--- src/verilog/sfd_pkg.sv ---
// Constants, types and decode helpers for the serial receive framer/decoder
package sfd_pkg;

  localparam int CHAR_BITS = 10;
  localparam int STROBE_LOW_PCT = 60;
  localparam int APB_ADDR_W = 12;

  localparam logic [APB_ADDR_W-1:0] ADDR_CTRL = 12'h000;
  localparam logic [APB_ADDR_W-1:0] ADDR_STATUS = 12'h004;
  localparam int CTRL_RF_BIT = 0;
  localparam int CTRL_BYP_BIT = 1;
  localparam int ST_HUNT_BIT = 0;
  localparam int ST_RD_BIT = 1;
  localparam int ST_VIOL_BIT = 2;

  localparam logic [9:0] K285_NEG = 10'h0fa;
  localparam logic [9:0] K285_POS = 10'h305;
  localparam logic [5:0] SIX_K28_POS = 6'h30;
  localparam logic [5:0] SIX_D07_NEG = 6'h38;
  localparam logic [5:0] SIX_D07_POS = 6'h07;
  localparam logic [3:0] FOUR_NEUTRAL_NEG = 4'hc;
  localparam logic [3:0] FOUR_NEUTRAL_POS = 4'h3;
  localparam logic [7:0] CODE_UNASSIGNED = 8'he0;
  localparam logic [7:0] CODE_WRONG_RD = 8'he4;
  localparam logic [7:0] CODE_K23_7 = 8'h08;
  localparam logic [7:0] CODE_K27_7 = 8'h09;
  localparam logic [7:0] CODE_K29_7 = 8'h0a;
  localparam logic [7:0] CODE_K30_7 = 8'h0b;

  typedef struct packed {
    logic viol;
    logic spec;
    logic [7:0] data;
    logic rd;
  } sfd_dec_t;

  typedef struct packed {
    logic [9:0] shift;
    logic [3:0] bit_cnt;
    logic [9:0] dec;
    logic dec_vld;
    logic rd;
    logic [7:0] rx_byte;
    logic spec;
    logic viol;
    logic [9:0] raw;
    logic strobe_n;
    logic byte_clk;
    logic [3:0] phase;
    logic fire;
    logic reframe;
    logic hunting;
    logic ctrl_rf;
    logic ctrl_byp;
    logic pready;
    logic pslverr;
    logic [31:0] prdata;
  } sfd_state_t;

  function automatic logic [2:0] sfd_ones(input logic [5:0] v);
    logic [2:0] n;
    n = 3'h0;
    for (int i = 0; i < 6; i++) begin
      n = n + {2'b00, v[i]};
    end
    return n;
  endfunction : sfd_ones

endpackage : sfd_pkg

--- src/verilog/sfd_rx_framer.sv ---
// Receive framer, 8B/10B decoder, strobe generator and APB control slave
//
// The register offsets and the APB slave port were left to the implementer.
`timescale 1ns/10ps
module sfd_rx_framer
  import sfd_pkg::*;
#(
  parameter int CHAR_PERIOD = 10
) (
  input wire logic pclk,
  input wire logic presetn,
  input wire logic psel,
  input wire logic penable,
  input wire logic pwrite,
  input wire logic [APB_ADDR_W-1:0] paddr,
  input wire logic [31:0] pwdata,
  output logic [31:0] prdata,
  output logic pready,
  output logic pslverr,
  input wire logic bit_en,
  input wire logic serial_bit,
  output logic [7:0] rx_byte,
  output logic special_char_flag,
  output logic violation_flag,
  output logic [9:0] rx_raw_char,
  output logic rx_strobe_n,
  output logic recovered_byte_clock
);

  generate
    if (CHAR_PERIOD != CHAR_BITS) begin : g_bad_period
      $error("sfd_rx_framer: CHAR_PERIOD must equal the character width");
    end
  endgenerate

  localparam logic [3:0] LAST_BIT = 4'(CHAR_PERIOD - 1);
  localparam logic [3:0] LOW_BITS = 4'(CHAR_PERIOD * STROBE_LOW_PCT / 100);

  // The strobe needs both a low and a high part inside one character
  generate
    if ((LOW_BITS == 4'h0) || (LOW_BITS >= LAST_BIT)) begin : g_bad_low
      $error("sfd_rx_framer: strobe low span does not fit a character");
    end
  endgenerate

  // Full 8B/10B character decode with running disparity check
  function automatic sfd_dec_t sfd_decode(input logic [9:0] c,
                                          input logic rd_in);
    sfd_dec_t r;
    logic [5:0] six;
    logic [3:0] four;
    logic [3:0] f4;
    logic [4:0] d5;
    logic [2:0] d3;
    logic bad;
    logic ok;
    logic k28;
    logic a7;
    logic rd1;
    logic [2:0] n6;
    logic [2:0] n4;
    six = c[9:4];
    four = c[3:0];
    bad = 1'b0;
    ok = 1'b1;
    k28 = 1'b0;
    d5 = 5'h00;
    d3 = 3'h0;
    a7 = 1'b0;
    rd1 = rd_in;
    r = '0;
    unique case (six)
      6'b100111, 6'b011000: d5 = 5'd0;
      6'b011101, 6'b100010: d5 = 5'd1;
      6'b101101, 6'b010010: d5 = 5'd2;
      6'b110001: d5 = 5'd3;
      6'b110101, 6'b001010: d5 = 5'd4;
      6'b101001: d5 = 5'd5;
      6'b011001: d5 = 5'd6;
      6'b111000, 6'b000111: d5 = 5'd7;
      6'b111001, 6'b000110: d5 = 5'd8;
      6'b100101: d5 = 5'd9;
      6'b010101: d5 = 5'd10;
      6'b110100: d5 = 5'd11;
      6'b001101: d5 = 5'd12;
      6'b101100: d5 = 5'd13;
      6'b011100: d5 = 5'd14;
      6'b010111, 6'b101000: d5 = 5'd15;
      6'b011011, 6'b100100: d5 = 5'd16;
      6'b100011: d5 = 5'd17;
      6'b010011: d5 = 5'd18;
      6'b110010: d5 = 5'd19;
      6'b001011: d5 = 5'd20;
      6'b101010: d5 = 5'd21;
      6'b011010: d5 = 5'd22;
      6'b111010, 6'b000101: d5 = 5'd23;
      6'b110011, 6'b001100: d5 = 5'd24;
      6'b100110: d5 = 5'd25;
      6'b010110: d5 = 5'd26;
      6'b110110, 6'b001001: d5 = 5'd27;
      6'b001110: d5 = 5'd28;
      6'b101110, 6'b010001: d5 = 5'd29;
      6'b011110, 6'b100001: d5 = 5'd30;
      6'b101011, 6'b010100: d5 = 5'd31;
      6'b001111, 6'b110000: k28 = 1'b1;
      default: bad = 1'b1;
    endcase
    // K28 in positive disparity carries an inverted 4b group
    f4 = (six == SIX_K28_POS) ? ~four : four;
    unique case (f4)
      4'b1011, 4'b0100: d3 = 3'd0;
      4'b1001: d3 = 3'd1;
      4'b0101: d3 = 3'd2;
      4'b1100, 4'b0011: d3 = 3'd3;
      4'b1101, 4'b0010: d3 = 3'd4;
      4'b1010: d3 = 3'd5;
      4'b0110: d3 = 3'd6;
      4'b1110, 4'b0001: d3 = 3'd7;
      4'b0111, 4'b1000: begin
        d3 = 3'd7;
        a7 = 1'b1;
      end
      default: bad = 1'b1;
    endcase
    n6 = sfd_ones(six);
    n4 = sfd_ones({2'b00, four});
    // Each sub-block must suit the disparity it arrives with
    if (n6 == 3'd4) begin
      ok = ~rd_in;
      rd1 = 1'b1;
    end else if (n6 == 3'd2) begin
      ok = rd_in;
      rd1 = 1'b0;
    end else if (n6 == 3'd3) begin
      if (six == SIX_D07_NEG) begin
        ok = ~rd_in;
      end else if (six == SIX_D07_POS) begin
        ok = rd_in;
      end
    end else begin
      bad = 1'b1;
    end
    r.rd = rd1;
    if (n4 == 3'd3) begin
      ok = ok & ~rd1;
      r.rd = 1'b1;
    end else if (n4 == 3'd1) begin
      ok = ok & rd1;
      r.rd = 1'b0;
    end else if (n4 == 3'd2) begin
      if (four == FOUR_NEUTRAL_NEG) begin
        ok = ok & ~rd1;
      end else if (four == FOUR_NEUTRAL_POS) begin
        ok = ok & rd1;
      end
    end else begin
      bad = 1'b1;
    end
    if (k28) begin
      r.spec = 1'b1;
      r.data = {5'h00, d3};
    end else if (a7 && (d5 == 5'd23)) begin
      r.spec = 1'b1;
      r.data = CODE_K23_7;
    end else if (a7 && (d5 == 5'd27)) begin
      r.spec = 1'b1;
      r.data = CODE_K27_7;
    end else if (a7 && (d5 == 5'd29)) begin
      r.spec = 1'b1;
      r.data = CODE_K29_7;
    end else if (a7 && (d5 == 5'd30)) begin
      r.spec = 1'b1;
      r.data = CODE_K30_7;
    end else begin
      r.spec = 1'b0;
      r.data = {d3, d5};
    end
    // A sent violation is just another unassigned code here
    if (bad) begin
      r.viol = 1'b1;
      r.spec = 1'b1;
      r.data = CODE_UNASSIGNED;
    end else if (!ok) begin
      r.viol = 1'b1;
      r.spec = 1'b1;
      r.data = CODE_WRONG_RD;
    end
    return r;
  endfunction : sfd_decode

  function automatic logic sfd_is_comma(input logic [9:0] c);
    return (c == K285_NEG) || (c == K285_POS);
  endfunction : sfd_is_comma

  sfd_state_t s_q;
  sfd_state_t s_d;

  logic [9:0] win;
  logic comma;
  logic char_done;
  logic fire_new;
  logic acc;
  logic [3:0] phase_n;
  sfd_dec_t dr;

  always_comb begin
    s_d = s_q;
    win = {s_q.shift[8:0], serial_bit};
    comma = sfd_is_comma(win);
    dr = sfd_decode(s_q.dec, s_q.rd);
    fire_new = 1'b0;
    phase_n = s_q.phase;
    acc = psel & penable;
    // Boundary at the tenth bit, or at once on a comma when allowed
    char_done = bit_en & ((s_q.bit_cnt == LAST_BIT)
                          | (comma & s_q.reframe));

    if (bit_en) begin
      s_d.shift = win;
      s_d.bit_cnt = s_q.bit_cnt + 4'h1;
    end

    if (char_done) begin
      s_d.bit_cnt = 4'h0;
      s_d.dec = win;
      s_d.dec_vld = 1'b1;
      // Outputs update together at the byte clock fall
      // The empty decode register after reset is never shown, so the
      // outputs keep their reset values until a real character lands
      if (s_q.dec_vld) begin
        s_d.raw = s_q.dec;
        if (s_q.ctrl_byp) begin
          // Encoded fields park at zero in bypass
          s_d.rx_byte = 8'h00;
          s_d.spec = 1'b0;
          s_d.viol = 1'b0;
        end else begin
          s_d.rx_byte = dr.data;
          s_d.spec = dr.spec;
          s_d.viol = dr.viol;
          s_d.rd = dr.rd;
        end
      end
      if (!s_q.dec_vld) begin
        fire_new = 1'b0;
      end else if (s_q.hunting) begin
        // Framed comma reaching the output ends the search
        fire_new = sfd_is_comma(s_q.dec);
        if (sfd_is_comma(s_q.dec)) begin
          s_d.hunting = 1'b0;
        end
      end else if (s_q.ctrl_byp) begin
        // Raw mode with framer on marks only commas
        fire_new = s_q.reframe ? sfd_is_comma(s_q.dec) : 1'b1;
      end else begin
        // Comma then comma is fill; anything else after it counts
        fire_new = ~(sfd_is_comma(s_q.dec) & comma);
      end
      // Reframe enable taken as the byte clock falls
      s_d.reframe = s_q.ctrl_rf;
      if (s_q.ctrl_rf && !s_q.reframe) begin
        s_d.hunting = 1'b1;
      end
      if (!s_q.ctrl_rf) begin
        s_d.hunting = 1'b0;
      end
      s_d.fire = fire_new;
      phase_n = 4'h0;
    end else if (bit_en && (s_q.phase != LAST_BIT)) begin
      phase_n = s_q.phase + 4'h1;
    end
    s_d.phase = phase_n;
    // Low for the first 60% of the character when firing
    s_d.strobe_n = ~(s_d.fire & (phase_n < LOW_BITS));
    s_d.byte_clk = (phase_n >= LOW_BITS);

    // APB: one wait state, writes land on the completing edge
    s_d.pready = acc & ~s_q.pready;
    // Error is a one-cycle answer, it must not outlive pready
    s_d.pslverr = 1'b0;
    if (acc && !s_q.pready) begin
      s_d.pslverr = (paddr != ADDR_CTRL) && (paddr != ADDR_STATUS);
      s_d.prdata = 32'h0000_0000;
      if (!pwrite && (paddr == ADDR_CTRL)) begin
        s_d.prdata[CTRL_RF_BIT] = s_q.ctrl_rf;
        s_d.prdata[CTRL_BYP_BIT] = s_q.ctrl_byp;
      end else if (!pwrite && (paddr == ADDR_STATUS)) begin
        s_d.prdata[ST_HUNT_BIT] = s_q.hunting;
        s_d.prdata[ST_RD_BIT] = s_q.rd;
        s_d.prdata[ST_VIOL_BIT] = s_q.viol;
      end
    end
    if (acc && s_q.pready && pwrite && (paddr == ADDR_CTRL)) begin
      s_d.ctrl_rf = pwdata[CTRL_RF_BIT];
      s_d.ctrl_byp = pwdata[CTRL_BYP_BIT];
    end
  end

  always_ff @(posedge pclk or negedge presetn) begin
    if (!presetn) begin
      s_q <= '0;
      s_q.strobe_n <= 1'b1;
    end else begin
      s_q <= s_d;
    end
  end

  // Receiver should gate capture with the strobe
  assign rx_strobe_n = s_q.strobe_n;
  assign recovered_byte_clock = s_q.byte_clk;
  assign rx_byte = s_q.rx_byte;
  assign special_char_flag = s_q.spec;
  assign violation_flag = s_q.viol;
  assign rx_raw_char = s_q.raw;
  assign prdata = s_q.prdata;
  assign pready = s_q.pready;
  assign pslverr = s_q.pslverr;

endmodule : sfd_rx_framer

--- config.mk ---
export PLATFORM = sky130hd
export DESIGN_NAME = sfd_rx_framer
export DESIGN_NICKNAME = d
export VERILOG_FILES = /design/src/verilog/sfd_pkg.sv /design/src/verilog/sfd_rx_framer.sv
export SDC_FILE = /design/constraint.sdc
export NUM_CORES = 1
export LEC_CHECK = 0
export BUFFER_PORTS_ARGS = -buffer_cell sky130_fd_sc_hd__buf_2
export CORE_MARGIN = 2
export CORE_UTILIZATION = 60
export CTS_BUF_LIST = sky130_fd_sc_hd__clkbuf_8 sky130_fd_sc_hd__clkbuf_16
export CTS_CLUSTER_SIZE = 14
export DETAILED_ROUTE_END_ITERATION = 8
export GPL_ROUTABILITY_DRIVEN = 0
export PLACE_DENSITY = 0.87
export SLEW_MARGIN = 40
export SYNTH_ARGS = -nofsm -noshare
export SYNTH_HDL_FRONTEND = slang
export SYNTH_SLANG_ARGS = --single-unit
--- constraint.sdc ---
create_clock -name pclk -period 8.9 [get_ports pclk]
set_input_delay 0.89 -clock pclk [delete_from_list [all_inputs] [get_ports pclk]]
set_output_delay 0.89 -clock pclk [all_outputs]
set_load 0.02 [all_outputs]
==> results of run 1 <==
## registers in the layout (all words and copies together) (netlist names)
signal / cells
prdata: 3
pready: 1
pslverr: 1
recovered_byte_clock: 1
rx_byte: 8
rx_raw_char: 10
rx_strobe_n: 1
s_q: 34
special_char_flag: 1
violation_flag: 1
## how the worst max path moves through the flow
stage / from / endpoint / slack [ps] / cells after the start
detailed placement: s_q[75] / rx_byte[3] / 4540 / 12
global placement: s_q[75] / rx_byte[3] / 4590 / 12
global route: s_q[75] / rx_byte[3] / 4140 / 12
floorplan: s_q[71] / rx_byte[3] / 5230 / 13
CTS: s_q[75] / rx_byte[3] / 4500 / 12
finish: s_q[75] / rx_byte[3] / 4430 / 12
## synthesized netlist by cell type (12+ instances only)
| cell type | instances |
|---|---|
| sky130_fd_sc_hd__nand2_1 | 66 |
| sky130_fd_sc_hd__dfrtp_1 | 60 |
| sky130_fd_sc_hd__buf_4 | 50 |
| sky130_fd_sc_hd__o21ai_0 | 40 |
| sky130_fd_sc_hd__nor2_1 | 21 |
| sky130_fd_sc_hd__mux2_2 | 16 |
| sky130_fd_sc_hd__ha_1 | 15 |
| sky130_fd_sc_hd__inv_1 | 15 |
| sky130_fd_sc_hd__a21oi_1 | 12 |
| sky130_fd_sc_hd__clkbuf_1 | 12 |
| sky130_fd_sc_hd__nand2b_1 | 12 |
| sky130_fd_sc_hd__nor2b_1 | 12 |
## per-stage QoR
stage,total power [mW],setup slack (ps)
floorplan,1.48,5230
global placement,1.58,4590
detailed placement,1.63,4540
CTS,1.91,4500
global route,2.08,4140
finish,1.93,4430
## cell type report
cell class	count	area share (%)
Clock inverter	6	1.78
Multi-Input combinational cell	395	54.7
Inverter	16	1.24
Timing Repair Buffer	49	5.23
Tap cell	102	2.63
Sequential cell	61	31.5
Clock buffer	10	2.84
## worst max-delay path: stages, from the launching register on
cell,delay (ps)
sky130_fd_sc_hd__dfrtp_1,880
sky130_fd_sc_hd__clkinv_1,520
sky130_fd_sc_hd__fa_1,650
sky130_fd_sc_hd__inv_1,40
sky130_fd_sc_hd__ha_1,180
sky130_fd_sc_hd__fa_1,500
sky130_fd_sc_hd__nand2b_1,190
sky130_fd_sc_hd__a2111o_1,420
sky130_fd_sc_hd__a31oi_1,150
sky130_fd_sc_hd__o21ai_1,100
sky130_fd_sc_hd__nand2b_4,170
sky130_fd_sc_hd__or2_1,280
sky130_fd_sc_hd__o41ai_2,280
## kinds of logic (layout without fill, tap and decap cells)
group,Yosys count,in the layout,share of synthesized area (%)
adders and majority gates,20,20,5.89
muxes,24,24,5.63
xor gates and xnor gates,5,5,1.09
buffers and inverters,94,81,13.5
AOI/OAI and AO/OA,123,123,18.9
and+or+nand+nor,194,194,22.5
DFF,61,61,32.4
other,1,29,0.0796
## report_power, final
part | internal (mW) | leakage [nW] | switching [mW]
logic | 0.458 | 1.33 | 0.648
registers | 0.378 | 0.766 | 0.169
clock network | 0.165 | 0.112 | 0.111
## cell usage in the layout (no fill, tap or decap), types with 12 or more instances in the layout
cell type | synthesis | final
sky130_fd_sc_hd__nand2b_1 | 12 | 12
sky130_fd_sc_hd__nor2_1 | 21 | 21
sky130_fd_sc_hd__nand2_1 | 66 | 66
sky130_fd_sc_hd__mux2_2 | 16 | 16
sky130_fd_sc_hd__inv_1 | 15 | 15
sky130_fd_sc_hd__conb_1 | 1 | 29
sky130_fd_sc_hd__ha_1 | 15 | 15
sky130_fd_sc_hd__buf_2 | 3 | 47
sky130_fd_sc_hd__a21oi_1 | 12 | 12
sky130_fd_sc_hd__nor2b_1 | 12 | 12
sky130_fd_sc_hd__dfrtp_1 | 60 | 57
sky130_fd_sc_hd__o21ai_0 | 40 | 40
## per-layer routing
layer  track usage [%]  wire [um]  vias to the layer above
met5                 0          0                        -
met4              7.35        127                        0
met3              4.64        617                       18
met2              37.2       4740                      159
met1              30.8       4100                     1818
li1                  -          -                     1813
==> flow_metrics.tcl, run 1 <==
set metrics [dict create \
    status "complete, no violations" \
    grt_remaining_overflow 0 \
    final_cells 639 \
    ys.flop_type "sky130_fd_sc_hd__dfrtp_1" \
    syn_area_per_cell_um2 9.03 \
    cts.hold.buffers_added 0 \
    worst_pin_slew_ps 814 \
    syn_area_um2 4710 \
    final.setup.tns_ps 0 \
    floorplan.initialDensity_pct 61.3 \
    post_cts.resized_instances 0 \
    synth_cell_type_count 88 \
    viasPerCell 5.96 \
    design_area_um2 4850 \
    post-route-period-util_pct 50.2 \
    diodes 0 \
    dpl.cell_count 623 \
    final-max-slew-violation-count 0 \
    synth-warning-count 0 \
    via_count 3808 \
    synth.yosys.seq_area_share_pct 32.4 \
    worstPathMaxFanout 27 \
    rr_endpoint "rx_byte[3]" \
    cts.repair_timing.setup_buffer_count 0 \
    std_cell_rows 32 \
    cp.arrival_ps 4710 \
    hp-class "register to register" \
    p_leak_nw 2.21 \
    grtUsageTotal_pct 22.9 \
    cts.path.max_buffers 2 \
    worstSkewPairLatency_ps 350 \
    detail_route.wl_per_cell_um 15.0 \
    postPlaceCellArea_um2 4620 \
    asyncSetResetFlopFracSynth_pct 100 \
    multi_input_area_um2 2660 \
    cts.root.buffer_cell "sky130_fd_sc_hd__clkbuf_8" \
    main_area_contributors_after_synthesis "sky130_fd_sc_hd__dfrtp_1 32%, sky130_fd_sc_hd__buf_4 8.0%, sky130_fd_sc_hd__nand2_1 5.3%" \
    ff2ff_path_depth 12 \
    vdd_drop_max_v 0.000154 \
    fin_worst_skew_ps 11.6 \
    io_pins 107 \
    grt_pass1_wl_um 16100 \
    place.port_buffers 47 \
    layout.area.seq_um2 1530 \
    nFillCells 642 \
    grt_setup_unrepaired "false" \
    final-hold-violation-count 0 \
    clock_buffers_created_by_tritoncts 9 \
    min_from "rx_raw_char[7]" \
    detailedRoute.firstIterationViolations 373 \
    worst_hold_path_cell_count 2 \
    dieArea_um2 8580 \
    routed_wl_um 9590 \
    detailedPlacementHpwl_um 6880 \
    syn2layout_area_growth_pct 3.00 \
    postLayoutCoreUtil_pct 63.2 \
    cts.reportedPaths.clkPinSlew_ps 70 \
    final.min_clock_period_ps 4470 \
    setup-violations-final 0 \
    ctsHtreeMaxLevel 3 \
    detailedRoute.firstPassIterationCount 5 \
    type_of_destination_of_the_critical_path "register" \
    worstReg2RegStart "s_q[75]" \
    number_of_max_capacitance_violations_reported 0 \
    maxClockFrequency_mhz 224 \
    synth.ff_latch_count 61 \
    tritoncts "done" \
    die_h_um 92.6 \
    timing.hold.worst_endpoint "rx_raw_char[7]" \
    antenna_found_initial 0 \
    final_nets 602 \
    synth_top_area_share_pct 31.9 \
    cell_count_after_synthesis 522 \
    timing.setup.critical_path_class "register to register" \
    design.core.area_um2 7690 \
    synthDominantAreaCellType "sky130_fd_sc_hd__dfrtp_1" \
    number_of_flops_mapped_to_enable_cells_by_yosys 0 \
    critical_path.startpoint_type "register" \
    required_time_worst_endpoint_ps 9130 \
    cellPowerDensity_nw_per_um2 397 \
    drc_errors 0 \
    grt_pass1_vias 3525 \
    r2r_setup_slack_ps 4430 \
    proportion_of_layout_cells_with_a_drive_suffix_above_1_pct 20.5 \
    cts_num_sinks 61 \
    grt_start_max_net_pins 62 \
    worst_slew_margin_rel_pct 45.7 \
    post_drt_antenna_nets 0 \
    floorplan.die.width_um 92.6 \
    fin_hold_ws_ps 478 \
]
No activity file was read; power rests on OpenSTA's default activity.
==> inputs of run 2 (changes only) <==
- CORE_UTILIZATION: 60 -> 55
- PLACE_DENSITY: 0.87 -> 0.81
- clock period: 8.9 -> 4.3 ns (I/O delays scaled with it)
==> run 2 against run 1 <==
  * Final cell count grew 1.3%
  * Register-to-register slack lost 4100 ps
  * Final area grew 0.62%
  * Combinational power grew 120%
  * Setup slack lost 4100 ps
  * Critical path type unchanged
  * Die area grew 8.7%
  * Flip-flop and latch count is the same
  * Clock power grew 100%
  * Sequential share of layout area shrank 0.27 points
  * Non-clock buffer count grew 5
==> flow_metrics.tcl, run 2 (same netlist as run 1, synthesis figures left out) <==
set metrics [dict create \
    final_nets 607 \
    clock_buffers_created_by_tritoncts 9 \
    place.port_buffers 47 \
    syn2layout_area_growth_pct 3.64 \
    type_of_destination_of_the_critical_path "register" \
    fin_hold_ws_ps 139 \
    cts.path.max_buffers 2 \
    final-max-slew-violation-count 0 \
    floorplan.initialDensity_pct 57.1 \
    status "complete, no violations" \
    grt_pass1_wl_um 16000 \
    post-route-period-util_pct 91.2 \
    grt_pass1_vias 3449 \
    worst_slew_margin_rel_pct 61.0 \
    design.core.area_um2 8260 \
    die_h_um 96.6 \
    via_count 3789 \
    worstSkewPairLatency_ps 340 \
    switchingPower_mw 1.92 \
    seqPwrFrac_pct 24.9 \
    cts.reportedPaths.clkPinSlew_ps 70 \
    max_flop_register "s_q" \
    cts.repair_timing.setup_buffer_count 0 \
    cts.root.buffer_cell "sky130_fd_sc_hd__clkbuf_8" \
    routed_wl_um 9830 \
    worst_pin_slew_ps 584 \
    std_cell_rows 33 \
    ff2ff_path_depth 13 \
    timing.setup.critical_path_class "register to register" \
    p_leak_nw 2.25 \
    nFillCells 717 \
    viasPerCell 5.86 \
    final.min_clock_period_ps 3920 \
    floorplan.die.width_um 96.6 \
    pwr-share-comb_pct 61.2 \
    p_sw_share_pct 47.9 \
    largest_register_ffs 34 \
    io_pins 107 \
    detail_route.wl_per_cell_um 15.2 \
    setup-violations-final 0 \
    drc_errors 0 \
    cts.hold.buffers_added 0 \
    post_cts.resized_instances 0 \
    grtUsageTotal_pct 21.8 \
    tritoncts "done" \
    critical_path.startpoint_type "register" \
    grt_remaining_overflow 0 \
    proportion_of_layout_cells_with_a_drive_suffix_above_1_pct 19.9 \
    detailedPlacementHpwl_um 7140 \
    detailedRoute.firstPassIterationCount 6 \
    post_drt_antenna_nets 0 \
    cp.arrival_ps 4160 \
    maxClockFrequency_mhz 255 \
    required_time_worst_endpoint_ps 4540 \
    ctsHtreeMaxLevel 3 \
    cellPowerDensity_nw_per_um2 821 \
    mostFrequentLayoutCells "66 x sky130_fd_sc_hd__nand2_1, 60 x sky130_fd_sc_hd__dfrtp_1, 47 x sky130_fd_sc_hd__buf_2" \
    final-hold-violation-count 0 \
    power_frac_clock_pct 13.9 \
    dieArea_um2 9330 \
    vdd_drop_max_v 0.000342 \
    fin_worst_skew_ps 6.63 \
    postLayoutCoreUtil_pct 59.2 \
    final.setup.tns_ps 0 \
    grt_start_max_net_pins 62 \
    antenna_found_initial 0 \
    final_common_cell "sky130_fd_sc_hd__nand2_1" \
    postPlaceCellArea_um2 4660 \
    diodes 0 \
    power.internal_mw 2.09 \
    hp-class "primary input to async pin" \
    grt_setup_unrepaired "false" \
    cts_num_sinks 61 \
    worstPathMaxFanout 6 \
    number_of_max_capacitance_violations_reported 0 \
    detailedRoute.firstIterationViolations 271 \
    design_area_um2 4880 \
]
-- run 2: path summary, 6_finish.rpt --
path	startpoint	end	slack [ps]
hold reg to reg	rx_byte[0]	rx_byte[0]	480
max in group asynchronous	presetn	rx_raw_char[0]	3770
setup / recovery	s_q[71]	rx_byte[3]	380
setup reg to reg	s_q[71]	rx_byte[3]	380
min in group pclk	pwdata[1]	s_q[34]	320
hold / removal	presetn	s_q[39]	140
-- run 2: final cells by class --
type                    instances  area [um2]  area share, %
repair buffers                 54         292           5.97
clock inverters                 6        80.1           1.64
clock buffers                  10         138           2.82
flip-flops and latches         61        1530           31.3
multi-input cells             395        2660           54.4
well taps                     105         131           2.69
inverters                      16        60.1           1.23
-- run 2: critical path: stages (launching register included) --
cell	delay, ps
sky130_fd_sc_hd__dfrtp_1	430
sky130_fd_sc_hd__fa_1	560
sky130_fd_sc_hd__inv_1	60
sky130_fd_sc_hd__fa_1	470
sky130_fd_sc_hd__inv_1	50
sky130_fd_sc_hd__ha_1	180
sky130_fd_sc_hd__fa_1	490
sky130_fd_sc_hd__nand2b_1	190
sky130_fd_sc_hd__a2111o_1	420
sky130_fd_sc_hd__a31oi_1	150
sky130_fd_sc_hd__o21ai_1	100
sky130_fd_sc_hd__nand2b_4	180
sky130_fd_sc_hd__or2_1	270
sky130_fd_sc_hd__o41ai_2	280
-- run 2: power groups by stage --
stage	registers [mW]	clock network, mW	logic (mW)
floorplan	0.960	0	2.11
global placement	0.992	0	2.31
detailed placement	1.01	0	2.41
CTS	0.998	0.569	2.43
global route	1.04	0.592	2.70
finish	0.998	0.559	2.45
-- run 2: metrics by stage --
step / setup WS (ps) / std cells / total power [mW]
global route: 171 / 647 / 4.33
CTS: 355 / 647 / 3.99
global placement: 479 / 631 / 3.31
floorplan: 634 / 550 / 3.07
finish: 377 / 647 / 4.01
detailed placement: 396 / 631 / 3.41
-- run 2: metal layers --
layer	track usage, %	wire, um	vias up
met5	0	0	-
li1	-	-	1821
met3	5.35	591	21
met1	29.0	4320	1812
met2	35.4	4740	135
met4	6.69	184	0
